===== config.mk =====
export PLATFORM = sky130hd
export DESIGN_NAME = pcss_top
export DESIGN_NICKNAME = d
export VERILOG_FILES = /design/src/hw/pcss_pkg.sv /design/src/hw/pcss_sync.sv /design/src/hw/pcss_settle.sv /design/src/hw/pcss_top.sv
export SDC_FILE = /design/constraint.sdc
export NUM_CORES = 1
export LEC_CHECK = 0
export BUFFER_PORTS_ARGS = -buffer_cell sky130_fd_sc_hd__buf_4
export CAP_MARGIN = 0
export CORE_ASPECT_RATIO = 1.2
export CORE_MARGIN = 1
export CORE_UTILIZATION = 60
export DETAILED_ROUTE_END_ITERATION = 16
export MAX_ROUTING_LAYER = met4
export PLACE_DENSITY = 0.79
export SYNTH_ARGS = -nofsm -noshare
export SYNTH_HDL_FRONTEND = slang
export SYNTH_HIERARCHICAL = 1
export SYNTH_SLANG_ARGS = --single-unit

===== constraint.sdc =====
create_clock -name i_clk -period 2.5 [get_ports i_clk]
set_clock_uncertainty 0.1 [all_clocks]
set_input_delay 0.125 -clock i_clk [delete_from_list [all_inputs] [get_ports i_clk]]
set_output_delay 0.125 -clock i_clk [all_outputs]
set_load 0.01 [all_outputs]

===== src/hw/pcss_pkg.sv =====
package pcss_pkg;

    // ----------------------------------------
    // Serial framing
    // ----------------------------------------
    localparam logic [6:0] SLAVE_ADDR   = 7'h65;
    localparam logic [3:0] BYTE_BITS    = 4'h8;
    localparam logic [2:0] IDX_DIVIDER_CONTROL_BYTE    = 3'h2;  // After two dummy bytes
    localparam logic [2:0] IDX_FEEDBACK_COUNT_BYTE    = 3'h3;
    localparam logic [2:0] IDX_RESERVED_BYTE    = 3'h4;
    localparam logic [2:0] IDX_EXTRA    = 3'h5;
    localparam logic [1:0] RD_IDX_LAST  = 2'h3;

    // ----------------------------------------
    // Divider control byte layout and resets
    // ----------------------------------------
    localparam int         QBYP_BIT     = 7;
    localparam int         PSEL_BIT     = 6;
    localparam int         QCNT_MSB     = 5;
    localparam logic [7:0] CTRL_RESET   = 8'h00;
    localparam logic [7:0] FB_RESET     = 8'h00;
    localparam logic [7:0] RSVD_RESET   = 8'h00;
    localparam logic [7:0] RD_FILL      = 8'h00;
    localparam logic [3:0] PIN_IDLE     = 4'h7;  // Select low; multiplier, data, clock high

    // ----------------------------------------
    // Divisor arithmetic
    // ----------------------------------------
    localparam logic [9:0] FB_OFFSET    = 10'h003;
    localparam logic [6:0] REF_OFFSET   = 7'h02;
    localparam logic [6:0] REF_BYP_DIV  = 7'h01;
    localparam logic [9:0] PIN_MULT_LO  = 10'h010;  // Pin low: x16
    localparam logic [9:0] PIN_MULT_HI  = 10'h008;  // Pin high: x8

    // ----------------------------------------
    // Power-up settling
    // ----------------------------------------
    localparam int unsigned SETTLE_TIME_MS = 3;
    localparam int unsigned CLK_FREQ_HZ    = 200000000;
    localparam int unsigned SETTLE_CYCLES  = SETTLE_TIME_MS * (CLK_FREQ_HZ / 1000);
    localparam int          SETTLE_CNT_W   = 20;

    typedef enum logic [2:0] {
        ST_IDLE,
        ST_ADDR,
        ST_ADDR_ACK,
        ST_WR_BYTE,
        ST_WR_ACK,
        ST_RD_BYTE,
        ST_RD_ACK,
        ST_IGNORE
    } pcss_state_t;

endpackage : pcss_pkg


===== src/hw/pcss_sync.sv =====
module pcss_sync #(
    parameter int           W       = 4,
    parameter logic [W-1:0] RST_VAL = '0
) (
    input  wire logic         i_clk,
    input  wire logic         i_sys_rst,
    input  wire logic [W-1:0] i_async,
    output logic      [W-1:0] o_sync
);

    logic [W-1:0] meta_reg;
    logic [W-1:0] sync_reg;

    // ----------------------------------------
    // Two-stage synchroniser, one per bit
    // ----------------------------------------
    always_ff @(posedge i_clk or posedge i_sys_rst) begin
        if (i_sys_rst) begin
            meta_reg <= RST_VAL;  // Idle level, no false edge at release
            sync_reg <= RST_VAL;
        end else begin
            meta_reg <= i_async;
            sync_reg <= meta_reg;
        end
    end

    assign o_sync = sync_reg;

endmodule : pcss_sync


===== src/hw/pcss_settle.sv =====
module pcss_settle #(
    parameter int unsigned CYCLES = pcss_pkg::SETTLE_CYCLES
) (
    input  wire logic i_clk,
    input  wire logic i_sys_rst,
    output logic      o_done
);

    localparam int W = pcss_pkg::SETTLE_CNT_W;

    logic [W-1:0] cnt_reg;
    logic [W-1:0] cnt_next;
    logic         done_reg;
    logic         done_next;

    // ----------------------------------------
    // Count from reset release to settled
    // ----------------------------------------
    always_comb begin
        cnt_next  = cnt_reg;
        done_next = done_reg;
        if (!done_reg) begin
            if (cnt_reg == W'(CYCLES - 1)) begin
                done_next = 1'b1;
            end else begin
                cnt_next = cnt_reg + W'(1);
            end
        end
    end

    always_ff @(posedge i_clk or posedge i_sys_rst) begin
        if (i_sys_rst) begin
            cnt_reg  <= '0;
            done_reg <= 1'b0;
        end else begin
            cnt_reg  <= cnt_next;
            done_reg <= done_next;
        end
    end

    assign o_done = done_reg;

endmodule : pcss_settle


===== src/hw/pcss_top.sv =====
module pcss_top #(
    parameter int unsigned P_SETTLE_CYCLES = pcss_pkg::SETTLE_CYCLES
) (
    input  wire logic       i_clk,
    input  wire logic       i_sys_rst,
    input  wire logic       i_serial_clock_pin,
    input  wire logic       i_serial_data_pin,
    output logic            o_serial_data_pin,
    output logic            o_serial_data_oe_n,
    input  wire logic       i_pll_mult_pin,
    input  wire logic       i_clk_sel_pin,
    output logic [9:0]      o_fb_divisor,
    output logic [6:0]      o_ref_divisor,
    output logic            o_programmed_mode,
    output logic            o_pll_bypass,
    output logic            o_clocks_settled
);

    // ----------------------------------------
    // Pin synchronisation
    // ----------------------------------------
    logic [3:0] pins_s;
    logic       scl_s;
    logic       sda_s;
    logic       mult_s;
    logic       csel_s;

    pcss_sync #(
        .W       (4),
        .RST_VAL (pcss_pkg::PIN_IDLE)
    ) u_sync (
        .i_clk     (i_clk),
        .i_sys_rst (i_sys_rst),
        .i_async   ({i_clk_sel_pin, i_pll_mult_pin, i_serial_data_pin, i_serial_clock_pin}),
        .o_sync    (pins_s)
    );

    assign scl_s  = pins_s[0];
    assign sda_s  = pins_s[1];
    assign mult_s = pins_s[2];
    assign csel_s = pins_s[3];

    // ----------------------------------------
    // Edge and condition detection
    // ----------------------------------------
    logic scl_q_reg;
    logic scl_q_next;
    logic sda_q_reg;
    logic sda_q_next;
    logic scl_rise;
    logic scl_fall;
    logic start_det;
    logic stop_det;

    // Previous line levels
    always_comb begin
        scl_q_next = scl_s;
        sda_q_next = sda_s;
    end

    always_ff @(posedge i_clk or posedge i_sys_rst) begin
        if (i_sys_rst) begin
            scl_q_reg <= 1'b1;
            sda_q_reg <= 1'b1;
        end else begin
            scl_q_reg <= scl_q_next;
            sda_q_reg <= sda_q_next;
        end
    end

    // Data edges while clock high frame a transfer
    assign scl_rise  = scl_s & ~scl_q_reg;
    assign scl_fall  = ~scl_s & scl_q_reg;
    assign start_det = scl_s & scl_q_reg & sda_q_reg & ~sda_s;
    assign stop_det  = scl_s & scl_q_reg & ~sda_q_reg & sda_s;

    // ----------------------------------------
    // Serial slave state machine
    // ----------------------------------------
    pcss_pkg::pcss_state_t state_reg;
    pcss_pkg::pcss_state_t state_next;
    logic [3:0]            bit_cnt_reg;
    logic [3:0]            bit_cnt_next;
    logic [7:0]            shift_reg;
    logic [7:0]            shift_next;
    logic [2:0]            byte_idx_reg;
    logic [2:0]            byte_idx_next;
    logic [1:0]            rd_idx_reg;
    logic [1:0]            rd_idx_next;
    logic                  nack_reg;
    logic                  nack_next;
    logic                  oe_n_reg;
    logic                  oe_n_next;
    logic                  wr_strobe;
    logic [7:0]            rd_byte;

    logic [7:0]            ctrl_reg;
    logic [7:0]            fb_reg;
    logic [7:0]            rsvd_reg;

    // Byte returned to a reading master
    always_comb begin
        case (rd_idx_reg)
            2'h0:    rd_byte = ctrl_reg;
            2'h1:    rd_byte = fb_reg;
            2'h2:    rd_byte = rsvd_reg;
            default: rd_byte = pcss_pkg::RD_FILL;
        endcase
    end

    // Next state of the slave
    always_comb begin
        state_next    = state_reg;
        bit_cnt_next  = bit_cnt_reg;
        shift_next    = shift_reg;
        byte_idx_next = byte_idx_reg;
        rd_idx_next   = rd_idx_reg;
        nack_next     = nack_reg;
        oe_n_next     = oe_n_reg;
        wr_strobe     = 1'b0;
        if (stop_det) begin
            state_next = pcss_pkg::ST_IDLE;
            oe_n_next  = 1'b1;
        end else if (start_det) begin
            state_next   = pcss_pkg::ST_ADDR;
            bit_cnt_next = 4'h0;
            oe_n_next    = 1'b1;
        end else begin
            case (state_reg)
                pcss_pkg::ST_ADDR: begin
                    if (scl_rise) begin
                        shift_next   = {shift_reg[6:0], sda_s};
                        bit_cnt_next = bit_cnt_reg + 4'h1;
                    end else if (scl_fall && bit_cnt_reg == pcss_pkg::BYTE_BITS) begin
                        if (shift_reg[7:1] == pcss_pkg::SLAVE_ADDR) begin
                            oe_n_next     = 1'b0;
                            state_next    = pcss_pkg::ST_ADDR_ACK;
                            byte_idx_next = 3'h0;
                            rd_idx_next   = 2'h0;
                        end else begin
                            state_next = pcss_pkg::ST_IGNORE;
                        end
                    end
                end
                pcss_pkg::ST_ADDR_ACK: begin
                    if (scl_fall) begin
                        bit_cnt_next = 4'h0;
                        if (shift_reg[0]) begin
                            state_next  = pcss_pkg::ST_RD_BYTE;
                            shift_next  = rd_byte;
                            oe_n_next   = rd_byte[7];
                            rd_idx_next = rd_idx_reg + 2'h1;
                        end else begin
                            state_next = pcss_pkg::ST_WR_BYTE;
                            oe_n_next  = 1'b1;
                        end
                    end
                end
                pcss_pkg::ST_WR_BYTE: begin
                    if (scl_rise) begin
                        shift_next   = {shift_reg[6:0], sda_s};
                        bit_cnt_next = bit_cnt_reg + 4'h1;
                    end else if (scl_fall && bit_cnt_reg == pcss_pkg::BYTE_BITS) begin
                        wr_strobe  = 1'b1;
                        oe_n_next  = 1'b0;
                        state_next = pcss_pkg::ST_WR_ACK;
                        if (byte_idx_reg != pcss_pkg::IDX_EXTRA) begin
                            byte_idx_next = byte_idx_reg + 3'h1;
                        end
                    end
                end
                pcss_pkg::ST_WR_ACK: begin
                    if (scl_fall) begin
                        oe_n_next    = 1'b1;
                        bit_cnt_next = 4'h0;
                        state_next   = pcss_pkg::ST_WR_BYTE;
                    end
                end
                pcss_pkg::ST_RD_BYTE: begin
                    if (scl_rise) begin
                        bit_cnt_next = bit_cnt_reg + 4'h1;
                    end else if (scl_fall) begin
                        if (bit_cnt_reg == pcss_pkg::BYTE_BITS) begin
                            oe_n_next  = 1'b1;
                            state_next = pcss_pkg::ST_RD_ACK;
                        end else begin
                            shift_next = {shift_reg[6:0], 1'b0};
                            oe_n_next  = shift_reg[6];
                        end
                    end
                end
                pcss_pkg::ST_RD_ACK: begin
                    if (scl_rise) begin
                        nack_next = sda_s;
                    end else if (scl_fall) begin
                        if (nack_reg) begin
                            state_next = pcss_pkg::ST_IGNORE;
                        end else begin
                            state_next   = pcss_pkg::ST_RD_BYTE;
                            bit_cnt_next = 4'h0;
                            shift_next   = rd_byte;
                            oe_n_next    = rd_byte[7];
                            if (rd_idx_reg != pcss_pkg::RD_IDX_LAST) begin
                                rd_idx_next = rd_idx_reg + 2'h1;
                            end
                        end
                    end
                end
                pcss_pkg::ST_IDLE, pcss_pkg::ST_IGNORE: begin
                    oe_n_next = 1'b1;
                end
                default: begin
                    state_next = pcss_pkg::ST_IDLE;
                    oe_n_next  = 1'b1;
                end
            endcase
        end
    end

    always_ff @(posedge i_clk or posedge i_sys_rst) begin
        if (i_sys_rst) begin
            state_reg    <= pcss_pkg::ST_IDLE;
            bit_cnt_reg  <= 4'h0;
            shift_reg    <= 8'h00;
            byte_idx_reg <= 3'h0;
            rd_idx_reg   <= 2'h0;
            nack_reg     <= 1'b0;
            oe_n_reg     <= 1'b1;
        end else begin
            state_reg    <= state_next;
            bit_cnt_reg  <= bit_cnt_next;
            shift_reg    <= shift_next;
            byte_idx_reg <= byte_idx_next;
            rd_idx_reg   <= rd_idx_next;
            nack_reg     <= nack_next;
            oe_n_reg     <= oe_n_next;
        end
    end

    // ----------------------------------------
    // Latch bytes
    // ----------------------------------------
    logic [7:0] ctrl_next;
    logic [7:0] fb_next;
    logic [7:0] rsvd_next;

    // Dummy and extra bytes fall through
    always_comb begin
        ctrl_next = ctrl_reg;
        fb_next   = fb_reg;
        rsvd_next = rsvd_reg;
        if (wr_strobe) begin
            case (byte_idx_reg)
                pcss_pkg::IDX_DIVIDER_CONTROL_BYTE: ctrl_next = shift_reg;
                pcss_pkg::IDX_FEEDBACK_COUNT_BYTE: fb_next   = shift_reg;
                pcss_pkg::IDX_RESERVED_BYTE: rsvd_next = shift_reg;
                default:             ctrl_next = ctrl_reg;
            endcase
        end
    end

    always_ff @(posedge i_clk or posedge i_sys_rst) begin
        if (i_sys_rst) begin
            ctrl_reg <= pcss_pkg::CTRL_RESET;
            fb_reg   <= pcss_pkg::FB_RESET;
            rsvd_reg <= pcss_pkg::RSVD_RESET;
        end else begin
            ctrl_reg <= ctrl_next;
            fb_reg   <= fb_next;
            rsvd_reg <= rsvd_next;
        end
    end

    // ----------------------------------------
    // Divisor selection
    // ----------------------------------------
    logic [9:0] fb_div_reg;
    logic [9:0] fb_div_next;
    logic [6:0] ref_div_reg;
    logic [6:0] ref_div_next;
    logic       psel_reg;
    logic       psel_next;
    logic       byp_reg;
    logic       byp_next;

    // Effective P and Q driving the PLL
    always_comb begin
        psel_next = ctrl_reg[pcss_pkg::PSEL_BIT];
        byp_next  = csel_s;
        if (ctrl_reg[pcss_pkg::PSEL_BIT]) begin
            fb_div_next = ({2'h0, fb_reg} + pcss_pkg::FB_OFFSET) << 1;
            if (ctrl_reg[pcss_pkg::QBYP_BIT]) begin
                ref_div_next = pcss_pkg::REF_BYP_DIV;
            end else begin
                ref_div_next = {1'b0, ctrl_reg[pcss_pkg::QCNT_MSB:0]} + pcss_pkg::REF_OFFSET;
            end
        end else begin
            fb_div_next  = mult_s ? pcss_pkg::PIN_MULT_HI : pcss_pkg::PIN_MULT_LO;
            ref_div_next = pcss_pkg::REF_BYP_DIV;
        end
    end

    always_ff @(posedge i_clk or posedge i_sys_rst) begin
        if (i_sys_rst) begin
            fb_div_reg  <= pcss_pkg::PIN_MULT_HI;
            ref_div_reg <= pcss_pkg::REF_BYP_DIV;
            psel_reg    <= 1'b0;
            byp_reg     <= 1'b0;
        end else begin
            fb_div_reg  <= fb_div_next;
            ref_div_reg <= ref_div_next;
            psel_reg    <= psel_next;
            byp_reg     <= byp_next;
        end
    end

    // ----------------------------------------
    // Power-up settling
    // ----------------------------------------
    pcss_settle #(
        .CYCLES (P_SETTLE_CYCLES)
    ) u_settle (
        .i_clk     (i_clk),
        .i_sys_rst (i_sys_rst),
        .o_done    (o_clocks_settled)
    );

    // Open-drain data: value low, enable carries the bit
    assign o_serial_data_pin  = 1'b0;
    assign o_serial_data_oe_n = oe_n_reg;
    assign o_fb_divisor       = fb_div_reg;
    assign o_ref_divisor      = ref_div_reg;
    assign o_programmed_mode  = psel_reg;
    assign o_pll_bypass       = byp_reg;
endmodule : pcss_top


==> results.md, run 1 <==
- Run status: finished, final reports clean
- DRC: 0
- Finished Layout Cells: between 500 and 600
- Total power: 3.90 mW
- Routability cong.: 0.956
- Startpoint type of the worst setup path: flip-flop
- Layout Nets: about 490
- Dpl cell area: between 5000 and 6000 um2
- CP max-delay cell: and3_1
- Die Area: 8370 um2
- Clock Path Buffers: 2
- Core box area: 7710 um2
- Largest net degree at the start of global routing: 50
- # IOs: 28
- 1st-iter DRT viols: 207
- Data required time at the worst endpoint: between 2 and 3 ns
- Antenna-violating nets left: 0
- RSZ-0062 raised after global routing: false
- Post-synthesis sequential area ratio: 49.8%
- Period minus WS final: roughly 2.2 ns
- Main flop type after synthesis: dfrtp_1
- Crit-path max cell delay: 0.44 ns
- GRT Util Overall: 25.7%
- Flop2flop setup slack: 0.33 ns
- Max Cap Viol: 0
- CTS tree: done
- Number of global-route vias before repair: between 3000 and 4000
- Hold_ws: roughly 0.17 ns
- Worst hold-check path type: in -> async
- GRT overflow: 0
- DPL Wire Length: 7080 um
- Maximum operating frequency: 461 MHz
- Via density: around 6.3
- CTS Buf Count: 9
- Detail-routed net length per standard cell: 17.2 um
- Leak: 2.41 nW
- Utilization after layout: 69.1%
- Synth Instances: 440
- First-pass DRT Iterations: 6
- Ys async rst share: 100%
- Crit-path cells: inv_1, ha_1, nand3b_1, nor3_2, and3_1, mux2_2
- CTS sink count: 95
- Port Buf Inserts: 25
- Setup violations, final: 0
- Wire length of the first global-routing pass: about 16000 um
- Pre-CTS WS: 0.340 ns
- Max reg flops: 20
- Post-synthesis compound-gate area fraction: 10.9%
- Layout cells sized above 1: 24.4%
- Commonest non-fill, non-tap cell in the layout: dfrtp_1
- Critical Path AT: between 2 and 2.5 ns
- FILL cells: 570
- Yosys warning count: 6
- Final WS setup: approximately 0.33 ns
- CTS HTree Levels: 3
- Netlist cell types: 66
- Peak supply drop: 0.466 mV
- Area Overhead vs Synth: 10.9%
- Initial antenna violation count: 0
- Largest family of logic cells by synthesized area: simple AND/OR/NAND/NOR gates
- CP Capture Type: flip-flop
- CTS root buffer: clkbuf_8
- Adder-Cell Fraction of Synth Area: just under 4%
- Vert. Die Dim: 100 um
- Die Wd: between 80 and 90 um
- Most frequent cells in the layout: dfrtp_1, nand2_1, buf_4
- WL final: between 9000 and 10000 um
- Skew-Pair Late Insertion Delay: around 0.37 ns
- Reg clk slew, reported paths: approximately 0.09 ns
- Final count of hold timing violations: 0
- Period utilization: between 80% and 90%
- Synth Register Bits: 95
- Number of flops mapped to enable cells by yosys: 0
- Max FO, Critical Path: 8
- Initial core utilization: 62.3%
- Inserted Diodes: 0
- Syn Area/Cell: 10.9 um2
- Multi-input gate area: 2220 um2
- Pwr/cell area: 732 nW/um2
- CTS resizes: 0
- Mux share of post-synthesis cell area: 9.77%
- Post-synthesis xor/xnor area fraction: ~3.8%
- Slew HR: 49.3%
- Inst Count DP: 548
- Worst-margin pin slew: ~0.76 ns
- Seq. cell area: 2390 um2
- Design area: 5330 um2
- Total number of vias: between 3000 and 4000
- Slew Viols, Final: 0
- Simple-gate portion of the synthesized area: 17.6%
- Mapped Area: 4800 um2
- Row cnt: 35
- Setup TNS: 0 ns
- Crit path kind: reg -> reg
==> synth_stat cells (all sizes together), types with 5 or more instances <==
cell / number / area (um2)
nor2b: 12 / 77.6
xnor2: 12 / 105
mux2: 36 / 409
nand4: 8 / 50.1
ha: 15 / 188
nor3: 9 / 61.3
xor2: 9 / 78.8
a222oi: 8 / 80.1
dfstp: 11 / 289
nand2: 37 / 141
o21ai: 27 / 135
a21oi: 11 / 58.8
dfrtp: 84 / 2100
nor2: 24 / 97.6
buf: 16 / 100
and3: 7 / 43.8
nand3: 14 / 75.1
nand2b: 5 / 31.3
and2: 5 / 31.3
nor4: 6 / 56.3
inv: 21 / 78.8
a31oi: 7 / 43.8
mux2i: 6 / 60.1
==> critical path: cells and delay by family, from the launching register on <==
kind,cells,cell delay (ns)
mux,1,0.39
simple gates,3,0.89
buf+inv,1,0.10
flops,1,0.41
fa+ha+maj,1,0.17
==> routing by layer <==
metal	global-route usage, %	routed length (um)
met1	29.4	3860
met2	44.9	5000
met3	4.93	616
met4	9.65	303
met5	-	0
==> logic make-up (layout without fill, tap and decap cells) <==
group | Yosys count | count (layout)
DFF | 95 | 95
muxes | 42 | 42
AOI/OAI and AO/OA | 78 | 78
xor gates and xnor gates | 21 | 21
other | 1 | 2
buffers and inverters | 41 | 76
and+or+nand+nor | 147 | 147
adders and majority gates | 15 | 15
==> layout make-up <==
cell class | count | area share, %
multi-input combinational | 305 | 41.7
clock inverter | 6 | 1.32
clock buffer | 9 | 2.33
tap | 92 | 2.16
inverter | 21 | 1.48
sequential | 95 | 44.9
timing repair buffer | 40 | 6.11
==> repair_timing <==
| item | 4_1_cts | 5_1_grt |
|---|---|---|
| hold endpoints to repair | 47 | 0 |
| hold buffers | 5 | 0 |
| setup buffers | 0 | 0 |
==> worst paths after layout <==
path / start / cells after the start / endpoint
worst max-delay path: bit_cnt_reg[0] / 6 / rsvd_reg[7]
worst min-delay path: i_sys_rst / 3 / u_sync/meta_reg[3]
worst max register to register: bit_cnt_reg[0] / 6 / rsvd_reg[7]
worst min register to register: u_sync/o_sync[3] / 0 / o_pll_bypass
max in group asynchronous: i_sys_rst / 4 / o_ref_divisor[0]
min in group i_clk: u_sync/o_sync[3] / 0 / o_pll_bypass
==> power by group <==
part / leakage (nW) / switching [mW] / total, mW / internal [mW]
logic: 1.07 / 0.653 / 1.09 / 0.438
clock network: 0.0879 / 0.547 / 1.01 / 0.462
registers: 1.26 / 0.144 / 1.80 / 1.65
total: 2.41 / 1.34 / 3.90 / 2.55
Note: power is estimated with default switching activity, not from simulation.
==> run 2: changes to the inputs <==
--- a/config.mk
+++ b/config.mk
@@ -7,12 +7,14 @@
 export LEC_CHECK = 0
 export BUFFER_PORTS_ARGS = -buffer_cell sky130_fd_sc_hd__buf_4
 export CAP_MARGIN = 0
+export CELL_PAD_IN_SITES_DETAIL_PLACEMENT = 1
+export CELL_PAD_IN_SITES_GLOBAL_PLACEMENT = 1
 export CORE_ASPECT_RATIO = 1.2
 export CORE_MARGIN = 1
-export CORE_UTILIZATION = 60
+export CORE_UTILIZATION = 49
 export DETAILED_ROUTE_END_ITERATION = 16
 export MAX_ROUTING_LAYER = met4
-export PLACE_DENSITY = 0.79
+export PLACE_DENSITY_LB_ADDON = 0.1
 export SYNTH_ARGS = -nofsm -noshare
 export SYNTH_HDL_FRONTEND = slang
 export SYNTH_HIERARCHICAL = 1
==> results.md, run 2 (synthesized netlist as in run 1, its figures left out) <==
- Critical Path AT: 2.36 ns (+0.04 ns)
- Row cnt: 39 (+11%)
- Max reg flops: 20 (unchanged)
- Period utilization: 89.4% (+2.6 points)
- First-pass DRT Iterations: 5 (-1)
- GRT overflow: 0 (unchanged)
- Slew Viols, Final: 0 (unchanged)
- WL final: 11600 um (+18%)
- Antenna-violating nets left: 0 (unchanged)
- Die Area: 10200 um2 (+22%)
- Clock Path Buffers: 2 (unchanged)
- Initial antenna violation count: 0 (unchanged)
- Layout cells sized above 1: 24.7% (+0.37 points)
- Crit-path cells: inv_1, ha_1, nand3b_1, nor3_2, and3_1, mux2_2
- CTS sink count: 95 (unchanged)
- Final count of hold timing violations: 0 (unchanged)
- Slew HR: 42.8% (-6.5 points)
- Maximum operating frequency: 447 MHz (-2.9%)
- Crit path max-delay family: simple AND/OR/NAND/NOR gates
- Pwr/cell area: 773 nW/um2 (+5.6%)
- DRC: 0 (unchanged)
- Skew-Pair Late Insertion Delay: 0.34 ns (-0.03 ns)
- Final WS setup: 0.265 ns (-0.0648 ns)
- Startpoint type of the worst setup path: flip-flop
- Number of global-route vias before repair: 3812 (+8.2%)
- CTS tree: done
- Detail-routed net length per standard cell: 19.1 um (+11%)
- Port Buf Inserts: 25 (unchanged)
- Data required time at the worst endpoint: 2.62 ns (-0.03 ns)
- Setup TNS: 0 ns (unchanged)
- Met2 wire len: 6240 um (+25%)
- Period minus WS final: 2.24 ns (+0.0648 ns)
- DPL Wire Length: 8380 um (+18%)
- Total number of vias: 3542 (-0.76%)
- R2r worst-path depth: 6 (unchanged)
- Via density: 5.86 (-6.7%)
- Post-CTS setup buffer count: 0 (unchanged)
- 1st-iter DRT viols: 163 (-21%)
- WL met3: 409 um (-34%)
- CP Capture Type: flip-flop
- Initial core utilization: 50.5% (-12 points)
- CP Buf/Inv Count: 1 (unchanged)
- Pre-CTS WS: 0.307 ns (-0.0330 ns)
- Area Overhead vs Synth: 13.8%
- Routed met1 length: 4670 um (+21%)
- GRT Util Overall: 25.6% (-0.063 points)
- Worst-margin pin slew: 0.856 ns (+0.0970 ns)
- RSZ-0062 raised after global routing: false
- Core box area: 9520 um2 (+23%)
- Run status: finished, final reports clean
- Reg clk slew, reported paths: 0.06 ns (-0.03 ns)
- Setup violations, final: 0 (unchanged)
- CTS HTree Levels: 3 (unchanged)
- RR Endpoint: rsvd_reg[7]
- Routability cong.: 0.848 (-11%)
- Largest net degree at the start of global routing: 35 (-30%)
- Worst hold-check path type: in -> async
- Layout Nets: 497 (+0.81%)
- Commonest non-fill, non-tap cell in the layout: dfrtp_1
- Inserted Diodes: 0 (unchanged)
- Leak: 2.47 nW (+2.4%)
- DR top layer: met4
- Crit-path max cell delay: 0.47 ns (+0.03 ns)
- Vert. Die Dim: 110 um (+10%)
- Peak supply drop: 0.405 mV (-13%)
- Flop2flop setup slack: 0.26 ns (-0.06 ns)
- Crit path kind: reg -> reg
- # IOs: 28 (unchanged)
- CP max-delay cell: and3_1
- CTS root buffer: clkbuf_16
- R2r startpoint: bit_cnt_reg[0]
- Wire length of the first global-routing pass: 19500 um (+19%)
- Most frequent cells in the layout: dfrtp_1, buf_4, nand2_1
- Die Wd: 92.4 um (+10%)
- Max FO, Critical Path: 8 (unchanged)
- CTS Buf Count: 9 (unchanged)
- Max Cap Viol: 0 (unchanged)
-- run 2: cell count changes in the layout (fill, tap and decap cells not counted), moves of 2 or more --
cell       previous run  this run
buf_4                34        38
clkbuf_1              0         2
clkbuf_16             0         9
clkbuf_8              9         0
clkinv_2              0         2
-- run 2: per-stage QoR --
step / instance area [um2] / instances / hold WS [ns] / power (mW) / utilization, %
2_1_floorplan: 4810 / 441 / -0.164 / 2.61 / -
3_3_place_gp: 5150 / 583 / 0.0360 / 2.92 / 54.1
3_5_place_dp: 5150 / 583 / 0.0506 / 2.98 / 54.1
4_1_cts: 5470 / 604 / 0.233 / 4.27 / 57.4
5_1_grt: 5470 / 604 / 0.252 / 4.47 / 57.4
6_report: 5470 / 604 / 0.231 / 4.22 / 57.4
-- run 2: worst min-delay path, stage by stage --
cell,delay (ns)
dlygate4sd3_1,0.53
buf_4,0.14
inv_1,0.29
-- run 2: cell type report --
cell class	count	area [um2]
inverters	21	78.8
clock inverters	5	33.8
flip-flops and latches	95	2390
multi-input cells	305	2220
clock buffers	11	233
well taps	123	154
fillers	1059	4050
repair buffers	44	355
-- run 2: where the power goes --
part	total, mW	leakage, nW	internal (mW)	switching (mW)
Sequential	1.84	1.26	1.65	0.183
Clock	1.26	0.126	0.675	0.582
Combinational	1.13	1.09	0.452	0.677
Total	4.22	2.47	2.78	1.44
-- run 2: how the worst max path moves through the flow --
stage / from / end / slack (ns) / cells past startpoint
floorplan: scl_q_reg / shift_reg[1] / 0.60 / 5
global placement: bit_cnt_reg[0] / rsvd_reg[0] / 0.40 / 6
detailed placement: bit_cnt_reg[0] / rsvd_reg[0] / 0.31 / 6
CTS: bit_cnt_reg[0] / rsvd_reg[7] / 0.30 / 6
global route: bit_cnt_reg[0] / rsvd_reg[4] / 0.11 / 6
finish: bit_cnt_reg[0] / rsvd_reg[7] / 0.26 / 6
-- run 2: what timing repair did --
action / CTS / global route
resized for setup: 0 / 0
endpoints found under the hold margin: 62 / 0
hold buffers: 5 / 0
-- run 2: metal layers --
| metal | up-vias | track usage [%] |
|---|---|---|
| met5 | - | - |
| met4 | 0 | 9.27 |
| met3 | 21 | 5.03 |
| met2 | 82 | 43.6 |
| met1 | 1806 | 29.8 |
| li1 | 1633 | - |
==> run 3: changes to the inputs <==
--- a/config.mk
+++ b/config.mk
@@ -5,13 +5,14 @@
 export SDC_FILE = /design/constraint.sdc
 export NUM_CORES = 1
 export LEC_CHECK = 0
+export ABC_AREA = 1
 export BUFFER_PORTS_ARGS = -buffer_cell sky130_fd_sc_hd__buf_4
 export CAP_MARGIN = 0
 export CELL_PAD_IN_SITES_DETAIL_PLACEMENT = 1
 export CELL_PAD_IN_SITES_GLOBAL_PLACEMENT = 1
 export CORE_ASPECT_RATIO = 1.2
 export CORE_MARGIN = 1
-export CORE_UTILIZATION = 49
+export CORE_UTILIZATION = 46
 export DETAILED_ROUTE_END_ITERATION = 16
 export MAX_ROUTING_LAYER = met4
 export PLACE_DENSITY_LB_ADDON = 0.1
==> results.md, run 3 <==
- Run status: finished, final reports clean
- Synth Instances: 689 (+57%)
- Syn Area/Cell: 7.66 um2 (-30%)
- RR Endpoint: shift_reg[5]
- CTS tree: done
- Post-synthesis compound-gate area fraction: 5.15% (-5.8 points)
- Synth Register Bits: 95 (unchanged)
- Largest net degree at the start of global routing: 28 (-20%)
- Row cnt: 42 (+7.7%)
- WL met3: 289 um (-29%)
- CTS HTree Levels: 3 (unchanged)
- Adder-Cell Fraction of Synth Area: 3.56% (-0.35 points)
- DPL Wire Length: 10400 um (+24%)
- R2r startpoint: state_reg[2]
- Die Area: 11900 um2 (+17%)
- Pwr/cell area: 783 nW/um2 (+1.4%)
- Setup violations, final: 0 (unchanged)
- Mapped Area: 5280 um2 (+9.9%)
- Largest family of logic cells by synthesized area: simple AND/OR/NAND/NOR gates
- Via density: 5.10 (-13%)
- CTS root buffer: clkbuf_16
- Max Cap Viol: 0 (unchanged)
- Data required time at the worst endpoint: 2.64 ns (+0.02 ns)
- Layout Nets: 739 (+49%)
- R2r worst-path depth: 9 (+3)
- Wire length of the first global-routing pass: 23100 um (+18%)
- Main flop type after synthesis: dfrtp_1
- Commonest non-fill, non-tap cell in the layout: nand2_1
- DR top layer: met4
- Period minus WS final: 2.07 ns (-0.168 ns)
- Yosys warning count: 6 (unchanged)
- Worst hold-check path type: in -> async
- Port Buf Inserts: 25 (unchanged)
- Vert. Die Dim: 119 um (+8.0%)
- Top cell type's share of synthesized area: 39.8% (-3.9 points)
- Crit path kind: reg -> reg
- Peak supply drop: 0.371 mV (-8.4%)
- Leak: 3.01 nW (+22%)
- Layout cells sized above 1: 13.3% (-11 points)
- GRT overflow: 0 (unchanged)
- Mux share of post-synthesis cell area: 0% (-9.8 points)
- Routed met1 length: 5960 um (+27%)
- Post-synthesis sequential area ratio: 45.3% (-4.5 points)
- Antenna-violating nets left: 0 (unchanged)
- Most frequent cells in the layout: nand2_1, dfrtp_1, inv_1
- # IOs: 28 (unchanged)
- Die Wd: 99.8 um (+8.0%)
- Area Overhead vs Synth: 11.7%
- Final count of hold timing violations: 0 (unchanged)
- CP max-delay cell: dfrtp_1
- Initial core utilization: 47.6% (-2.9 points)
- Flop2flop setup slack: 0.43 ns (+0.17 ns)
- WL final: 13700 um (+19%)
- CTS resizes: 0 (unchanged)
- Reg clk slew, reported paths: 0.07 ns (about the same)
- Max FO, Critical Path: 12 (+4)
- CTS Buf Count: 9 (unchanged)
- Worst-margin pin slew: 0.854 ns (-0.00220 ns)
- Initial antenna violation count: 0 (unchanged)
- Top cells by count, synth: nand2_1, dfrtp_1, inv_1, nor2_1, nand3_1
- CP Buf/Inv Count: 3 (+2)
- Met2 wire len: 7170 um (+15%)
- Core box area: 11100 um2 (+17%)
- Setup TNS: 0 ns (unchanged)
- Crit-path cells: nand2_1, nand2_1, inv_1, o21ai_0, inv_1, nand3_4, inv_4, nand2_1, nand2_1
- Crit path launch: state_reg[2]
- Critical Path AT: 2.20 ns (-0.16 ns)
- Routability cong.: 0.869 (+2.5%)
- Number of flops mapped to enable cells by yosys: 0 (unchanged)
- Slew Viols, Final: 0 (unchanged)
- GRT Util Overall: 25.7% (+0.049 points)
- Post-synthesis xor/xnor area fraction: 2.49% (-1.3 points)
- Area leader, netlist: dfrtp_1
- Max reg flops: 20 (unchanged)
- Simple-gate portion of the synthesized area: 35.2% (+18 points)
- Area contributors post-synth: dfrtp_1, nand2_1, nand3_1
- Maximum operating frequency: 484 MHz (+8.1%)
- First-pass DRT Iterations: 4 (-1)
- Final WS setup: 0.432 ns (+0.168 ns)
- Total number of vias: 4474 (+26%)
- Slew HR: 43.0% (+0.15 points)
- Clock Path Buffers: 2 (unchanged)
- CTS sink count: 95 (unchanged)
- Crit-path max cell delay: 0.61 ns (+0.14 ns)
- RSZ-0062 raised after global routing: false
- Netlist cell types: 39 (-41%)
- Number of global-route vias before repair: 4781 (+25%)
- Ys async rst share: 100% (unchanged)
- Startpoint type of the worst setup path: flip-flop
- Period utilization: 82.7% (-6.7 points)
- Pre-CTS WS: 0.456 ns (+0.149 ns)
- Skew-Pair Late Insertion Delay: 0.35 ns (about the same)
- CP Capture Type: flip-flop
- Setup crit end: shift_reg[5]
- Crit path depth: 9 (+3)
- Top-count cell post-synth: nand2_1
- Crit path max-delay family: simple AND/OR/NAND/NOR gates
- Most used cell, CP: nand2_1
- 1st-iter DRT viols: 149 (-8.6%)
- Detail-routed net length per standard cell: 15.7 um (-18%)
- Inserted Diodes: 0 (unchanged)
- DRC: 0 (unchanged)
-- run 3: metal layers --
metal	GRT usage [%]	vias up
met4	10.7	0
met1	30.0	2174
met5	-	-
met2	44.9	62
li1	-	2215
met3	2.46	23
-- run 3: logic make-up after synthesis --
logic type	count (synthesis)
buffers and inverters	97
AOI/OAI and AO/OA	46
adders and majority gates	15
other	1
and+or+nand+nor	420
xor gates and xnor gates	15
DFF	95
-- run 3: power breakdown --
| group | total (mW) | switching, mW | internal (mW) |
|---|---|---|---|
| sequential | 1.86 | 0.195 | 1.66 |
| clock | 1.38 | 0.605 | 0.779 |
| combinational | 1.38 | 0.965 | 0.413 |
-- run 3: final cells by class --
type | instances | area (um2)
multi-input cells | 498 | 2450
repair buffers | 32 | 253
fillers | 1413 | 5190
clock inverters | 5 | 58.8
well taps | 154 | 193
inverters | 82 | 313
clock buffers | 11 | 233
flip-flops and latches | 95 | 2390
-- run 3: how the worst min path moves through the flow --
stage | cells past startpoint | endpoint | start | slack, ns
final | 3 | u_sync/meta_reg[3] | i_sys_rst | 0.18
after floorplan | 1 | u_sync/meta_reg[3] | i_sys_rst | -0.16
after CTS | 3 | u_sync/o_sync[3] | i_sys_rst | 0.19
after detailed placement | 2 | u_sync/o_sync[3] | i_sys_rst | 0.003
after global placement | 2 | u_sync/meta_reg[3] | i_sys_rst | -0.01
after global routing | 3 | u_sync/o_sync[3] | i_sys_rst | 0.22
-- run 3: repair_timing --
| action | CTS | global route |
|---|---|---|
| endpoints found under the hold margin | 55 | 0 |
| hold buffers | 5 | 0 |
| setup buffers | 0 | 0 |
-- run 3: tightest hold or removal path, delay by kind of cell --
family                 cells  cell delay, ns
buffers and inverters      3            0.89
-- run 3: metrics by stage --
stage / util (%) / std cells / instance area, um2 / hold slack (ns) / power [mW]
finish: 53.2 / 877 / 5900 / 0.182 / 4.62
global route: 53.2 / 877 / 5900 / 0.222 / 4.89
CTS: 53.2 / 877 / 5900 / 0.190 / 4.65
detailed placement: 50.1 / 856 / 5550 / 0.00336 / 3.26
global placement: 50.1 / 856 / 5550 / -0.0102 / 3.20
floorplan: - / 690 / 5280 / -0.164 / 2.93
